## src/common/ahbp_defines.svh

```systemverilog
// constants of the asynchronous host bus port
`ifndef AHBP_DEFINES_SVH
`define AHBP_DEFINES_SVH

`define AHBP_DW          16
`define AHBP_AW          7
`define AHBP_CLK_NS      25
`define AHBP_DSU_NS      7
`define AHBP_DSU_CYC     ((`AHBP_DSU_NS + `AHBP_CLK_NS - 1) / `AHBP_CLK_NS)
`define AHBP_MAX_BURST   5'h10
`define AHBP_ONE_WORD    5'h01
`define AHBP_TXF_DEPTH   16
`define AHBP_DIRECT_MASK 7'h03
`define AHBP_RXD_LAST    7'h0F
`define AHBP_RXS_ADDR    7'h20
`define AHBP_RXS_PEEK    7'h21
`define AHBP_TXS_ADDR    7'h22
`define AHBP_TXS_PEEK    7'h23

`endif

```

## src/common/ahbp_pkg.sv

```systemverilog
// types of the asynchronous host bus port
package ahbp_pkg;

	typedef enum logic [1:0] {
		AHBP_IDLE  = 2'b00,
		AHBP_READ  = 2'b01,
		AHBP_WRITE = 2'b10
	} ahbp_state_t;

	typedef enum logic [1:0] {
		AHBP_SEL_CSR = 2'b00,
		AHBP_SEL_RXD = 2'b01,
		AHBP_SEL_RXS = 2'b10,
		AHBP_SEL_TXS = 2'b11
	} ahbp_rsel_t;

	typedef struct packed {
		logic        select_low;
		logic        read_strobe_low;
		logic        write_strobe_low;
		logic        fifo_sel;
		logic [6:0]  addr;
		logic [15:0] data;
	} ahbp_pins_t;

	typedef struct packed {
		logic       req;
		ahbp_rsel_t sel;
		logic [6:0] addr;
	} ahbp_rdreq_t;

	typedef struct packed {
		logic        req;
		logic [6:0]  addr;
		logic [15:0] data;
	} ahbp_wrreq_t;

	typedef struct packed {
		ahbp_pins_t  s1;
		ahbp_pins_t  s2;
		ahbp_state_t state;
		logic [6:0]  addr;
		logic        rd_fsel;
		logic [4:0]  nwords;
		logic        wfsel;
		logic [15:0] wdata;
		logic        tx_pend;
		logic        oe;
		logic [15:0] dout;
		ahbp_rdreq_t rd;
		ahbp_wrreq_t wr;
	} ahbp_port_state_t;

endpackage

```

## src/ahbp_port.sv

```systemverilog
// host bus port: strobe-framed reads and writes plus the transmit word FIFO
`timescale 1ns/1ps
`default_nettype none
`include "ahbp_defines.svh"

module ahbp_fifo #(
	parameter int W = 16,
	parameter int D = 16
) (
	input  wire logic         clk,
	input  wire logic         rst,
	input  wire logic         in_valid,
	output logic              in_ready,
	input  wire logic [W-1:0] in_data,
	output logic              out_valid,
	input  wire logic         out_ready,
	output logic [W-1:0]      out_data
);
	localparam int AW = $clog2(D);

	typedef struct packed {
		logic [D-1:0][W-1:0] mem;
		logic [AW-1:0]       wp;
		logic [AW-1:0]       rp;
		logic [AW:0]         cnt;
		logic                full;
		logic                ne;
		logic [W-1:0]        head;
	} ahbp_fifo_state_t;

	ahbp_fifo_state_t f_q;
	ahbp_fifo_state_t f_d;
	logic             push;
	logic             pop;

	// flags and head word sit in flops so the transmit outputs leave registers
	assign in_ready  = !f_q.full;
	assign out_valid = f_q.ne;
	assign out_data  = f_q.head;
	assign push      = in_valid && in_ready;
	assign pop       = out_valid && out_ready;

	always_comb begin
		f_d = f_q;
		if (push) begin
			f_d.mem[f_q.wp] = in_data;
			f_d.wp          = f_q.wp + 1'b1;
		end
		if (pop) begin
			f_d.rp = f_q.rp + 1'b1;
		end
		f_d.cnt = f_q.cnt + (AW+1)'(push) - (AW+1)'(pop);
		f_d.full = (f_d.cnt == (AW+1)'(D));
		f_d.ne   = (f_d.cnt != '0);
		f_d.head = f_d.mem[f_d.rp];
	end

	always_ff @(posedge clk) begin
		if (rst) begin
			f_q <= '0;
		end else begin
			f_q <= f_d;
		end
	end
endmodule // ahbp_fifo

module ahbp_port
	import ahbp_pkg::*;
(
	input  wire logic        CLK,
	input  wire logic        RST,
	input  wire logic        SELECT_LOW,
	input  wire logic        READ_STROBE_LOW,
	input  wire logic        WRITE_STROBE_LOW,
	input  wire logic        FIFO_SEL,
	input  wire logic [6:0]  ADDR,
	input  wire logic [15:0] DATA_I,
	output logic [15:0]      DATA_O,
	output logic             DATA_OE,
	output ahbp_rdreq_t      RD_REQ,
	input  wire logic [15:0] RD_DATA,
	output ahbp_wrreq_t      WR_REQ,
	output logic [15:0]      TX_DATA,
	output logic             TX_VALID,
	input  wire logic        TX_READY
);
	ahbp_port_state_t st_q;
	ahbp_port_state_t st_d;
	ahbp_pins_t       p;
	logic             rd_act;
	logic             wr_act;
	logic [6:0]       eff;
	logic             txf_ready;
	// synchroniser flops reset to idle pins so no false access follows reset
	localparam ahbp_pins_t pins_idle = '{select_low: 1'b1, read_strobe_low: 1'b1,
		write_strobe_low: 1'b1, default: '0};

	function automatic ahbp_rsel_t decode(input logic [6:0] a);
		if (a <= `AHBP_RXD_LAST) begin
			return AHBP_SEL_RXD;
		end else if (a == `AHBP_RXS_ADDR || a == `AHBP_RXS_PEEK) begin
			return AHBP_SEL_RXS;
		end else if (a == `AHBP_TXS_ADDR || a == `AHBP_TXS_PEEK) begin
			return AHBP_SEL_TXS;
		end
		return AHBP_SEL_CSR;
	endfunction

	assign p      = st_q.s2;
	assign rd_act = !p.select_low && !p.read_strobe_low;
	assign wr_act = !p.select_low && !p.write_strobe_low;
	// direct path keeps only the low address bits
	assign eff    = p.fifo_sel ? (p.addr & `AHBP_DIRECT_MASK) : p.addr;

	always_comb begin
		st_d        = st_q;
		st_d.s1     = {SELECT_LOW, READ_STROBE_LOW, WRITE_STROBE_LOW, FIFO_SEL, ADDR, DATA_I};
		st_d.s2     = st_q.s1;
		st_d.rd.req = 1'b0;
		st_d.wr.req = 1'b0;
		if (st_q.tx_pend && txf_ready) begin
			st_d.tx_pend = 1'b0;
		end
		case (st_q.state)
			AHBP_IDLE: begin
				if (rd_act) begin
					st_d.state   = AHBP_READ;
					st_d.oe      = 1'b1;
					st_d.addr    = eff;
					st_d.rd_fsel = p.fifo_sel;
					st_d.nwords  = `AHBP_ONE_WORD;
					st_d.rd.req  = 1'b1;
					st_d.rd.addr = eff;
					st_d.rd.sel  = p.fifo_sel ? AHBP_SEL_RXD : decode(eff);
				// a direct word still waiting for the FIFO holds off the next write
				end else if (wr_act && !st_q.tx_pend) begin
					st_d.state = AHBP_WRITE;
					st_d.addr  = eff;
					st_d.wfsel = p.fifo_sel;
					st_d.wdata = p.data;
				end
			end
			AHBP_READ: begin
				if (st_q.rd.req) begin
					st_d.dout = RD_DATA;
				end
				if (!rd_act) begin
					st_d.state = AHBP_IDLE;
					st_d.oe    = 1'b0;
				end else if ((st_q.rd_fsel ? (eff & `AHBP_DIRECT_MASK) : eff) != st_q.addr
						&& (st_q.rd_fsel || st_q.nwords < `AHBP_MAX_BURST)) begin
					// a new address inside the strobe is the next burst word, up to 16 words unless the burst is direct
					st_d.addr    = st_q.rd_fsel ? (eff & `AHBP_DIRECT_MASK) : eff;
					st_d.rd.req  = 1'b1;
					st_d.rd.addr = st_d.addr;
					st_d.rd.sel  = st_q.rd_fsel ? AHBP_SEL_RXD : decode(eff);
					if (st_q.nwords < `AHBP_MAX_BURST) begin
						st_d.nwords = st_q.nwords + 5'h01;
					end
				end
			end
			AHBP_WRITE: begin
				if (wr_act) begin
					// keep the last sample seen with the strobes low
					st_d.wdata = p.data;
				end else if (!st_q.tx_pend) begin
					st_d.state = AHBP_IDLE;
					if (st_q.wfsel) begin
						st_d.tx_pend = 1'b1;
					end else begin
						st_d.wr.req  = 1'b1;
						st_d.wr.addr = st_q.addr;
						st_d.wr.data = st_q.wdata;
					end
				end
			end
			default: begin
				st_d.state = AHBP_IDLE;
				st_d.oe    = 1'b0;
			end
		endcase
	end

	always_ff @(posedge CLK) begin
		if (RST) begin
			st_q    <= '0;
			st_q.s1 <= pins_idle;
			st_q.s2 <= pins_idle;
		end else begin
			st_q <= st_d;
		end
	end

	// transmit words wait here; a full FIFO keeps the word pending and holds off the next write in the idle state
	ahbp_fifo #(
		.W (`AHBP_DW),
		.D (`AHBP_TXF_DEPTH)
	) u_txf (
		.clk       (CLK),
		.rst       (RST),
		.in_valid  (st_q.tx_pend),
		.in_ready  (txf_ready),
		.in_data   (st_q.wdata),
		.out_valid (TX_VALID),
		.out_ready (TX_READY),
		.out_data  (TX_DATA)
	);

	assign DATA_O  = st_q.dout;
	assign DATA_OE = st_q.oe;
	assign RD_REQ  = st_q.rd;
	assign WR_REQ  = st_q.wr;
endmodule // ahbp_port
`default_nettype wire

```

## config.mk

```make
export PLATFORM = sky130hd
export DESIGN_NAME = ahbp_port
export DESIGN_NICKNAME = d
export VERILOG_FILES = /design/src/common/ahbp_pkg.sv /design/src/ahbp_port.sv
export VERILOG_INCLUDE_DIRS = /design/src /design/src/common
export SDC_FILE = /design/constraint.sdc
export NUM_CORES = 1
export LEC_CHECK = 0
export BUFFER_PORTS_ARGS = -buffer_cell sky130_fd_sc_hd__buf_2
export CAP_MARGIN = 20
export CORE_AREA = 2 2 237 239
export DETAILED_ROUTE_END_ITERATION = 7
export DIE_AREA = 0 0 239 241
export HOLD_SLACK_MARGIN = 0.1
export PLACE_DENSITY = 0.58
export SYNTH_ARGS = -nofsm -noshare
export SYNTH_HDL_FRONTEND = slang
export SYNTH_SLANG_ARGS = --single-unit
export TNS_END_PERCENT = 100
```

## constraint.sdc

```tcl
create_clock -name CLK -period 3.36 [get_ports CLK]
set_input_delay 0 -clock CLK [delete_from_list [all_inputs] [get_ports CLK]]
set_output_delay 0 -clock CLK [all_outputs]
set_load 0.02 [all_outputs]
```

==> impl_metrics.yaml, run 1 <==
sta:
  worstMarginPinSlew_ns: 1.13
  fmax_mhz: 311
  fin_crit_sh_pct: 95.6
  hold_violations: 0
  fin_crit_ns: 3.21
  setup_tns_ns: 0
  relSlewSlack_pct: 24.3
  rsz0062_at_grt: "false"
  setup_viol: 0
  finalMaxSlewViolations: 0
  clock_skew_ns: 0.0275
route:
  drc: 0
  routedWlPerCell_um: 21.1
  wl_mm: 68.2
  num_vias: 18000
  drt_first_pass_iters: 6
  drtIter0Drc: 1858
  ant_nets: 0
  avgViaCountPerCell: 5.57
hold_path:
  min_to: "st_d[108]"
  worstHoldPathCells: 3
  hp-start: "WRITE_STROBE_LOW"
  hold_path.class: "input pin to register"
die:
  rows: 86
  start_util_pct: 34.8
  coreArea_um2: 54900
  die_h_um: 241
  dieArea_um2: 57600
  die_w_um: 239
  io_pins: 114
clock_tree:
  postCtsResizedCells: 0
  clockBufferDepth: 3
  insertion_delay_ns: 0.61
  cts_root_buffer: "clkbuf_16"
  cts_hold_buf: 72
  cts_made_buffers: 47
  cts_max_level: 2
  cts_tree: "built"
  path_clk_slew_ns: 0.07
  post-cts-setup-buffer-count: 0
  clock-sinks: 425
critical_path:
  ff2ff_path_depth: 8
  worstPathMaxFanout: 16
  start_kind: "register"
  slowest_stage: "o211ai_2"
  critical_path_arrival_ns: 3.71
  timing.rr.end: "u_txf.out_data[2]"
  r2r_slack_ns: 0.15
  path_cells: "inv_1 > ha_1 > nand3b_1 > o211ai_2 > o22ai_1 > o311ai_0 > o31ai_1 > o32ai_1"
  max_stage_delay_ns: 0.88
  crit_path_end_kind: "register"
  worst-endpoint-required_ns: 3.86
  r2r-start: "u_txf.f_q[27]"
  crit_type: "register to register"
logic_synthesis:
  synthCells: 2423
  syn-cell-area_um2: 19100
  yosysSeqAreaShare_pct: 44.5
  async_flop_share_pct: 0
  syn_nets: 2481
  yosysMostFrequentCell: "nand2_1"
  syn_avg_cell_area_um2: 7.89
  synthTopCellsByCount: "nand2_1 (611), dfxtp_1 (425), a21oi_1 (331)"
  synth_top_cell_by_area: "dfxtp_1"
  synthFlopType: "dfxtp_1"
  ys_ff_latch: 425
  yosys-top-cells-area: "dfxtp_1 (44%), nand2_1 (12%), a21oi_1 (8.7%)"
  yosysUniqueCellTypes: 84
  synth_edf_count: 0
  yosys.area.top_type_share_pct: 44.5
  yosys_warnings: 0
placed_design:
  finalWeightedCongestion: 0.912
  hpwlAfterDp_mm: 45.2
  dp.cells: 3069
  place.port_buffers: 113
pwr:
  ir_drop_v: 0.000353
  swShare_pct: 30.3
  power_switching_uw: 3930
  p_seq_share_pct: 40.7
  p_leak_uw: 0.00803
  power_density_nw_per_um2: 580
  pwr-share-comb_pct: 18.9
  clkPwrFrac_pct: 40.4
  p_int_uw: 9020
global_route:
  grt_max_degree: 226
  grt_overflow: 0
  first_global_vias: 16800
  antenna_found_initial: 0
  grt_util_all_layers_pct: 23.2
  grt_pass1_wl_mm: 103
outcome:
  status: "completed"
flow_run:
  maxCapViolCount: 0
cells_and_area:
  final_nets: 2544
  syn2layout_area_growth_pct: 16.7
  stdcell_count: 3228
  layout-drive-gt1-share_pct: 13.6
cells by family after synthesis:
family | count (synthesis) | share of synthesized area [%]
AOI/OAI and AO/OA | 668 | 21.8
xor gates and xnor gates | 15 | 0.687
adders and majority gates | 12 | 0.824
buffers and inverters | 301 | 7.78
DFF | 425 | 44.5
muxes | 43 | 2.58
and+or+nand+nor | 959 | 21.8
state kept, by name, summed over array words and instances, names as in the netlist, 10 cells and up:
name / cells
DATA_O: 16
RD_REQ: 10
WR_REQ: 24
p: 27
st_d: 27
st_q: 33
u_txf.f_q: 270
u_txf.out_data: 16
through the flow:
stage	utilization, %	setup slack [ns]	instance area (um2)	total power, uW	hold WS [ns]
4_1_cts	40.6	0.283	22300	13000	0.108
2_1_floorplan	-	0.872	19100	6860	0.104
3_5_place_dp	36.5	0.300	20000	7710	0.191
3_3_place_gp	36.5	0.220	20000	7710	0.189
6_report	40.6	0.146	22300	12900	0.127
5_1_grt	40.6	0.152	22300	13400	0.152
critical path: cells and delay by family (launching register included):
kind	cells	cell delay [ns]
AO/OA/AOI/OAI	5	1.88
adder cells (fa/ha/maj)	1	0.39
AND/OR/NAND/NOR	1	0.39
flip-flops	1	0.36
buffers and inverters	1	0.10
cells in the final DEF, fill, tap and decap left out, types with 14 or more instances in the layout:
cell type,count
a21oi_1,331
nand3_1,24
a211oi_1,14
o21ai_0,66
o211ai_1,15
mux2i_1,35
or2_2,14
nand2_1,610
dlygate4sd3_1,72
nor2_1,124
nor3_1,40
nor2b_1,57
inv_1,27
dfxtp_1,425
o22ai_1,59
o2111ai_1,20
o221ai_1,25
a31oi_1,19
buf_4,97
clkbuf_16,47
buf_2,112
layout make-up:
class                   instances  area, um2
repair buffers                286       2100
flip-flops and latches        425       8510
clock inverters                21        231
clock buffers                  65       1330
inverters                      29        109
diodes                          1       2.50
well taps                     704        881
fillers                      5567      32600
multi-input cells            1697       9140
worst max-delay path by stage:
| stage | slack (ns) | to | cells past startpoint | startpoint |
|---|---|---|---|---|
| after CTS | 0.28 | u_txf.out_data[2] | 8 | u_txf.f_q[27] |
| after floorplan | 0.87 | u_txf.f_q[17] | 13 | u_txf.out_valid |
| after global routing | 0.15 | u_txf.out_data[2] | 8 | u_txf.out_valid |
| final | 0.15 | u_txf.out_data[2] | 8 | u_txf.f_q[27] |
| after global placement | 0.22 | u_txf.out_data[7] | 8 | u_txf.f_q[27] |
| after detailed placement | 0.30 | u_txf.out_data[2] | 8 | u_txf.f_q[27] |
power by group through the flow:
stage                     Clock, uW  Combinational (uW)  Sequential, uW
after floorplan                   0                1540            5320
after global placement            0                2340            5370
after detailed placement          0                2340            5380
after CTS                      5350                2400            5260
after global routing           5550                2590            5270
final                          5230                2450            5270
routing by layer:
layer | wire, um | global-route usage, %
met1 | 29900 | 31.4
met3 | 5110 | 4.20
met2 | 31200 | 37.0
met5 | 0 | 0
met4 | 2080 | 7.94
Note: power is estimated with default switching activity, not from simulation.
==> run 2, diff against run 1 <==
clock period = 4 ns   (was 3.36 ns; I/O delays follow)
==> run 2 against run 1 <==
Fmax down 13%. Total power down 19%. Largest power group unchanged. Routed wire length down 2.2%. Flip-flop and latch count unchanged. Register-to-register slack better by 0.16 ns. Count of clock-buffer cells in the layout down 2.
==> impl_metrics.yaml, run 2 (synthesis gave the netlist of run 1 again) <==
sta:
  relSlewSlack_pct: 22.0
  hold_violations: 0
  setup_viol: 0
  fmax_mhz: 271
  rsz0062_at_grt: "false"
  worstMarginPinSlew_ns: 1.17
  whs_ns: 0.141
  clock_skew_ns: 0.0252
  finalMaxSlewViolations: 0
  setup_tns_ns: 0
  fin_crit_ns: 3.70
  fin_crit_sh_pct: 92.4
critical_path:
  crit_type: "register to register"
  worst-endpoint-required_ns: 4.43
  path_cells: "nand3b_2 > nand2_2 > buf_4 > nand2_1 > o22ai_1 > nor3_1 > nor3_1 > o32ai_1"
  ff2ff_path_depth: 8
  r2r_slack_ns: 0.30
  start_kind: "register"
  crit_start: "u_txf.out_valid"
  critical_path_arrival_ns: 4.13
  timing.rr.end: "u_txf.out_data[7]"
  worstPathMaxFanout: 28
  slowest_stage: "nor3_1"
  cp_common_cell: "nor3_1"
  worst-path-buf-inv: 1
  crit_path_end_kind: "register"
  r2r-start: "u_txf.out_valid"
  max_stage_delay_ns: 0.86
  critical-path-top-delay-family: "simple AND/OR/NAND/NOR gates"
hold_path:
  hp-start: "READ_STROBE_LOW"
  worstHoldPathCells: 3
  min_to: "st_d[109]"
  hold_path.class: "input pin to register"
route:
  drtIter0Drc: 1899
  drt_first_pass_iters: 5
  routedWlPerCell_um: 21.0
  num_vias: 17700
  avgViaCountPerCell: 5.56
  ant_nets: 0
  drc: 0
  wl_mm: 66.7
placed_design:
  finalWeightedCongestion: 0.926
  place.port_buffers: 113
  hpwlAfterDp_mm: 43.8
pwr:
  ir_drop_v: 0.000283
  power_density_nw_per_um2: 481
  p_leak_uw: 0.00780
die:
  coreArea_um2: 54900
  dieArea_um2: 57600
  die_h_um: 241
  io_pins: 114
  rows: 86
  die_w_um: 239
  start_util_pct: 34.8
outcome:
  status: "completed"
clock_tree:
  insertion_delay_ns: 0.59
  clockBufferDepth: 3
  path_clk_slew_ns: 0.06
  cts_max_level: 2
  clock-sinks: 425
  postCtsResizedCells: 0
  cts_made_buffers: 45
  cts_tree: "built"
  cts_hold_buf: 62
  post-cts-setup-buffer-count: 0
  cts_root_buffer: "clkbuf_16"
cells_and_area:
  final_nets: 2506
  top_regs: "u_txf.f_q (270), st_q (33)"
  layout_commonest_cell: "nand2_1"
  syn2layout_area_growth_pct: 14.5
  largest_register_ffs: 270
  layout_common_cells: "nand2_1 (610), dfxtp_1 (421), a21oi_1 (331)"
  top_register: "u_txf.f_q"
  layout-drive-gt1-share_pct: 12.6
global_route:
  grt_max_degree: 132
  grt_overflow: 0
  first_global_vias: 16500
  antenna_found_initial: 2
  grt_pass1_wl_mm: 101
  grt_util_all_layers_pct: 22.6
flow_run:
  maxCapViolCount: 0
==> run 2: changes by cell type in the layout (fill, tap and decap cells not counted), moves of 2 or more <==
cell / before / now
buf_12: 4 / 0
clkinv_2: 10 / 8
clkbuf_1: 9 / 11
buf_4: 97 / 73
dfxtp_1: 425 / 421
dfxtp_2: 0 / 4
clkinvlp_4: 4 / 1
dlygate4sd3_1: 72 / 62
clkbuf_16: 47 / 45
clkbuf_8: 9 / 7
==> run 2: layout make-up <==
| cell class | count | area, um2 |
|---|---|---|
| diodes | 1 | 2.50 |
| inverters | 29 | 109 |
| clock inverters | 16 | 209 |
| clock buffers | 63 | 1260 |
| multi-input cells | 1697 | 9140 |
| fillers | 5541 | 33000 |
| flip-flops and latches | 425 | 8510 |
| well taps | 704 | 881 |
| repair buffers | 250 | 1790 |
==> run 2: tightest hold or removal path, cell delays in order <==
cell and delay, ns:
dlygate4sd3_1 0.52, buf_2 0.10, or2_2 0.09
==> run 2: power breakdown <==
part           internal [uW]  switching [uW]  total, uW
registers               4330            86.1       4420
clock network           2460            1770       4230
logic                    640            1260       1900
==> run 2: how the worst max path moves through the flow <==
stage	to	slack [ns]	cells after the start
finish	u_txf.out_data[7]	0.30	8
global route	u_txf.out_data[3]	0.30	8
CTS	u_txf.out_data[7]	0.45	8
detailed placement	u_txf.out_data[7]	0.44	8
global placement	u_txf.out_data[7]	0.50	8
floorplan	u_txf.f_q[17]	1.51	13
==> run 2: through the flow <==
step	worst slack [ns]	power, uW	cell area (um2)	util [%]	instances
3_5_place_dp	0.439	6330	19800	36.0	3042
6_report	0.303	10500	21900	39.9	3185
5_1_grt	0.303	10900	21900	39.9	3184
3_3_place_gp	0.497	6330	19800	36.0	3041
2_1_floorplan	1.51	5760	19100	-	2423
4_1_cts	0.452	10600	21900	39.9	3183
==> run 2: per-layer routing <==
| metal | global-route usage, % | share of wire, % |
|---|---|---|
| met5 | 0 | 0 |
| met4 | 8.30 | 3.6 |
| met3 | 4.48 | 8.6 |
| met2 | 36.1 | 45 |
| met1 | 30.3 | 43 |
==> run 3, diff against run 2 <==
CORE_AREA = 2 2 199 201   (was 2 2 237 239)
DIE_AREA = 0 0 201 203   (was 0 0 239 241)
PLACE_DENSITY = 0.64   (was 0.58)
==> run 3 against run 2 <==
Total power increased by 1.5%. Largest power group unchanged. Fmax grew 15%. Register-to-register slack improved by 0.47 ns. Combinational power about the same. First-iteration DRC count decreased by 2.3%.
==> impl_metrics.yaml, run 3 (synthesis gave the netlist of run 1 again) <==
cells_and_area:
  final_nets: 2509
  layout_common_cells: "nand2_1 (610), dfxtp_1 (422), a21oi_1 (331)"
  largest_register_ffs: 270
  layout-drive-gt1-share_pct: 12.2
  top_regs: "u_txf.f_q (270), st_q (33)"
  diodes: 0
  syn2layout_area_growth_pct: 14.1
  top_register: "u_txf.f_q"
  layout_commonest_cell: "nand2_1"
die:
  rows: 72
  die_h_um: 203
  die_w_um: 201
  io_pins: 114
  start_util_pct: 49.7
  coreArea_um2: 38500
  dieArea_um2: 40800
clock_tree:
  cts_made_buffers: 45
  cts_hold_buf: 78
  post-cts-setup-buffer-count: 0
  cts_root_buffer: "clkbuf_16"
  clock-sinks: 425
  path_clk_slew_ns: 0.06
  cts_max_level: 2
  postCtsResizedCells: 0
  clockBufferDepth: 3
  insertion_delay_ns: 0.59
  cts_tree: "built"
critical_path:
  timing.rr.end: "u_txf.out_data[3]"
  worst-endpoint-required_ns: 4.43
  crit_type: "register to register"
  start_kind: "register"
  r2r-start: "st_q[51]"
  ff2ff_path_depth: 8
  crit_path_end_kind: "register"
  critical_path_arrival_ns: 3.66
  worstPathMaxFanout: 12
  r2r_slack_ns: 0.77
route:
  drc: 0
  wl_mm: 64.0
  drt_first_pass_iters: 6
  ant_nets: 0
  routedWlPerCell_um: 21.3
  num_vias: 17900
  drtIter0Drc: 1855
  avgViaCountPerCell: 5.97
hold_path:
  hp-start: "DATA_I[12]"
  worstHoldPathCells: 3
  min_to: "st_d[96]"
  hold_path.class: "input pin to register"
pwr:
  ir_drop_v: 0.000308
  power_uw: 10700
  p_leak_uw: 0.00786
  power_density_nw_per_um2: 491
sta:
  fin_crit_ns: 3.23
  relSlewSlack_pct: 1.38
  worstMarginPinSlew_ns: 1.48
  setup_viol: 0
  finalMaxSlewViolations: 0
  hold_violations: 0
  rsz0062_at_grt: "false"
  fin_crit_sh_pct: 80.6
  setup_tns_ns: 0
  fmax_mhz: 310
  clock_skew_ns: 0.0250
global_route:
  antenna_found_initial: 1
  grt_overflow: 0
  grt_util_all_layers_pct: 30.7
  grt_pass1_wl_mm: 98.4
  first_global_vias: 16700
  grt_max_degree: 237
placed_design:
  place.port_buffers: 113
  hpwlAfterDp_mm: 41.8
  finalWeightedCongestion: 0.958
outcome:
  status: "completed"
flow_run:
  maxCapViolCount: 0
run 3: per-stage QoR:
step / util (%) / hold slack (ns) / cells / instance area, um2 / setup WS [ns]
2_1_floorplan: - / 0.104 / 2423 / 19100 / 1.51
3_3_place_gp: 50.6 / 0.186 / 2843 / 19500 / 0.953
3_5_place_dp: 50.6 / 0.186 / 2843 / 19500 / 0.895
4_1_cts: 56.7 / 0.143 / 3002 / 21800 / 0.879
5_1_grt: 56.7 / 0.180 / 3003 / 21800 / 0.618
6_report: 56.7 / 0.165 / 3003 / 21800 / 0.775
run 3: worst max-delay path by stage:
| stage | start | end | slack (ns) | cells after the start |
|---|---|---|---|---|
| 2_1_floorplan | u_txf.out_valid | u_txf.f_q[17] | 1.51 | 13 |
| 3_3_place_gp | u_txf.f_q[23] | u_txf.out_data[8] | 0.95 | 8 |
| 3_5_place_dp | u_txf.f_q[23] | u_txf.out_data[8] | 0.90 | 8 |
| 4_1_cts | u_txf.f_q[23] | u_txf.out_data[8] | 0.88 | 8 |
| 5_1_grt | st_q[51] | u_txf.out_data[4] | 0.62 | 7 |
| 6_report | st_q[51] | u_txf.out_data[3] | 0.77 | 8 |
run 3: critical path, cell delays in order (launching register included):
cell and delay (ns):
dfxtp_1 0.57, nand4bb_1 0.45, nor2_1 0.81, buf_4 0.33, mux2i_1 0.21, nor2_1 0.14, nor3_1 0.06, nor3_1 0.35
o32ai_1 0.15
run 3: final cells by class:
class	instances	area, um2
Sequential cell	425	8510
Clock inverter	19	277
Timing Repair Buffer	253	1850
Tap cell	518	648
Multi-Input combinational cell	1697	9140
Inverter	29	109
Fill cell	3622	16600
Clock buffer	62	1280
run 3: power by group:
part           total, uW  leakage [uW]  switching [uW]  internal, uW
clock network       4410      0.000765            1770          2640
registers           4430       0.00344            95.4          4330
logic               1870       0.00366            1220           649
run 3: per-layer routing:
| metal | global-route usage [%] | part of all wire, % |
|---|---|---|
| met5 | 0 | 0 |
| met4 | 14.4 | 4.7 |
| met3 | 5.92 | 8.9 |
| met2 | 47.2 | 44 |
| met1 | 41.6 | 42 |
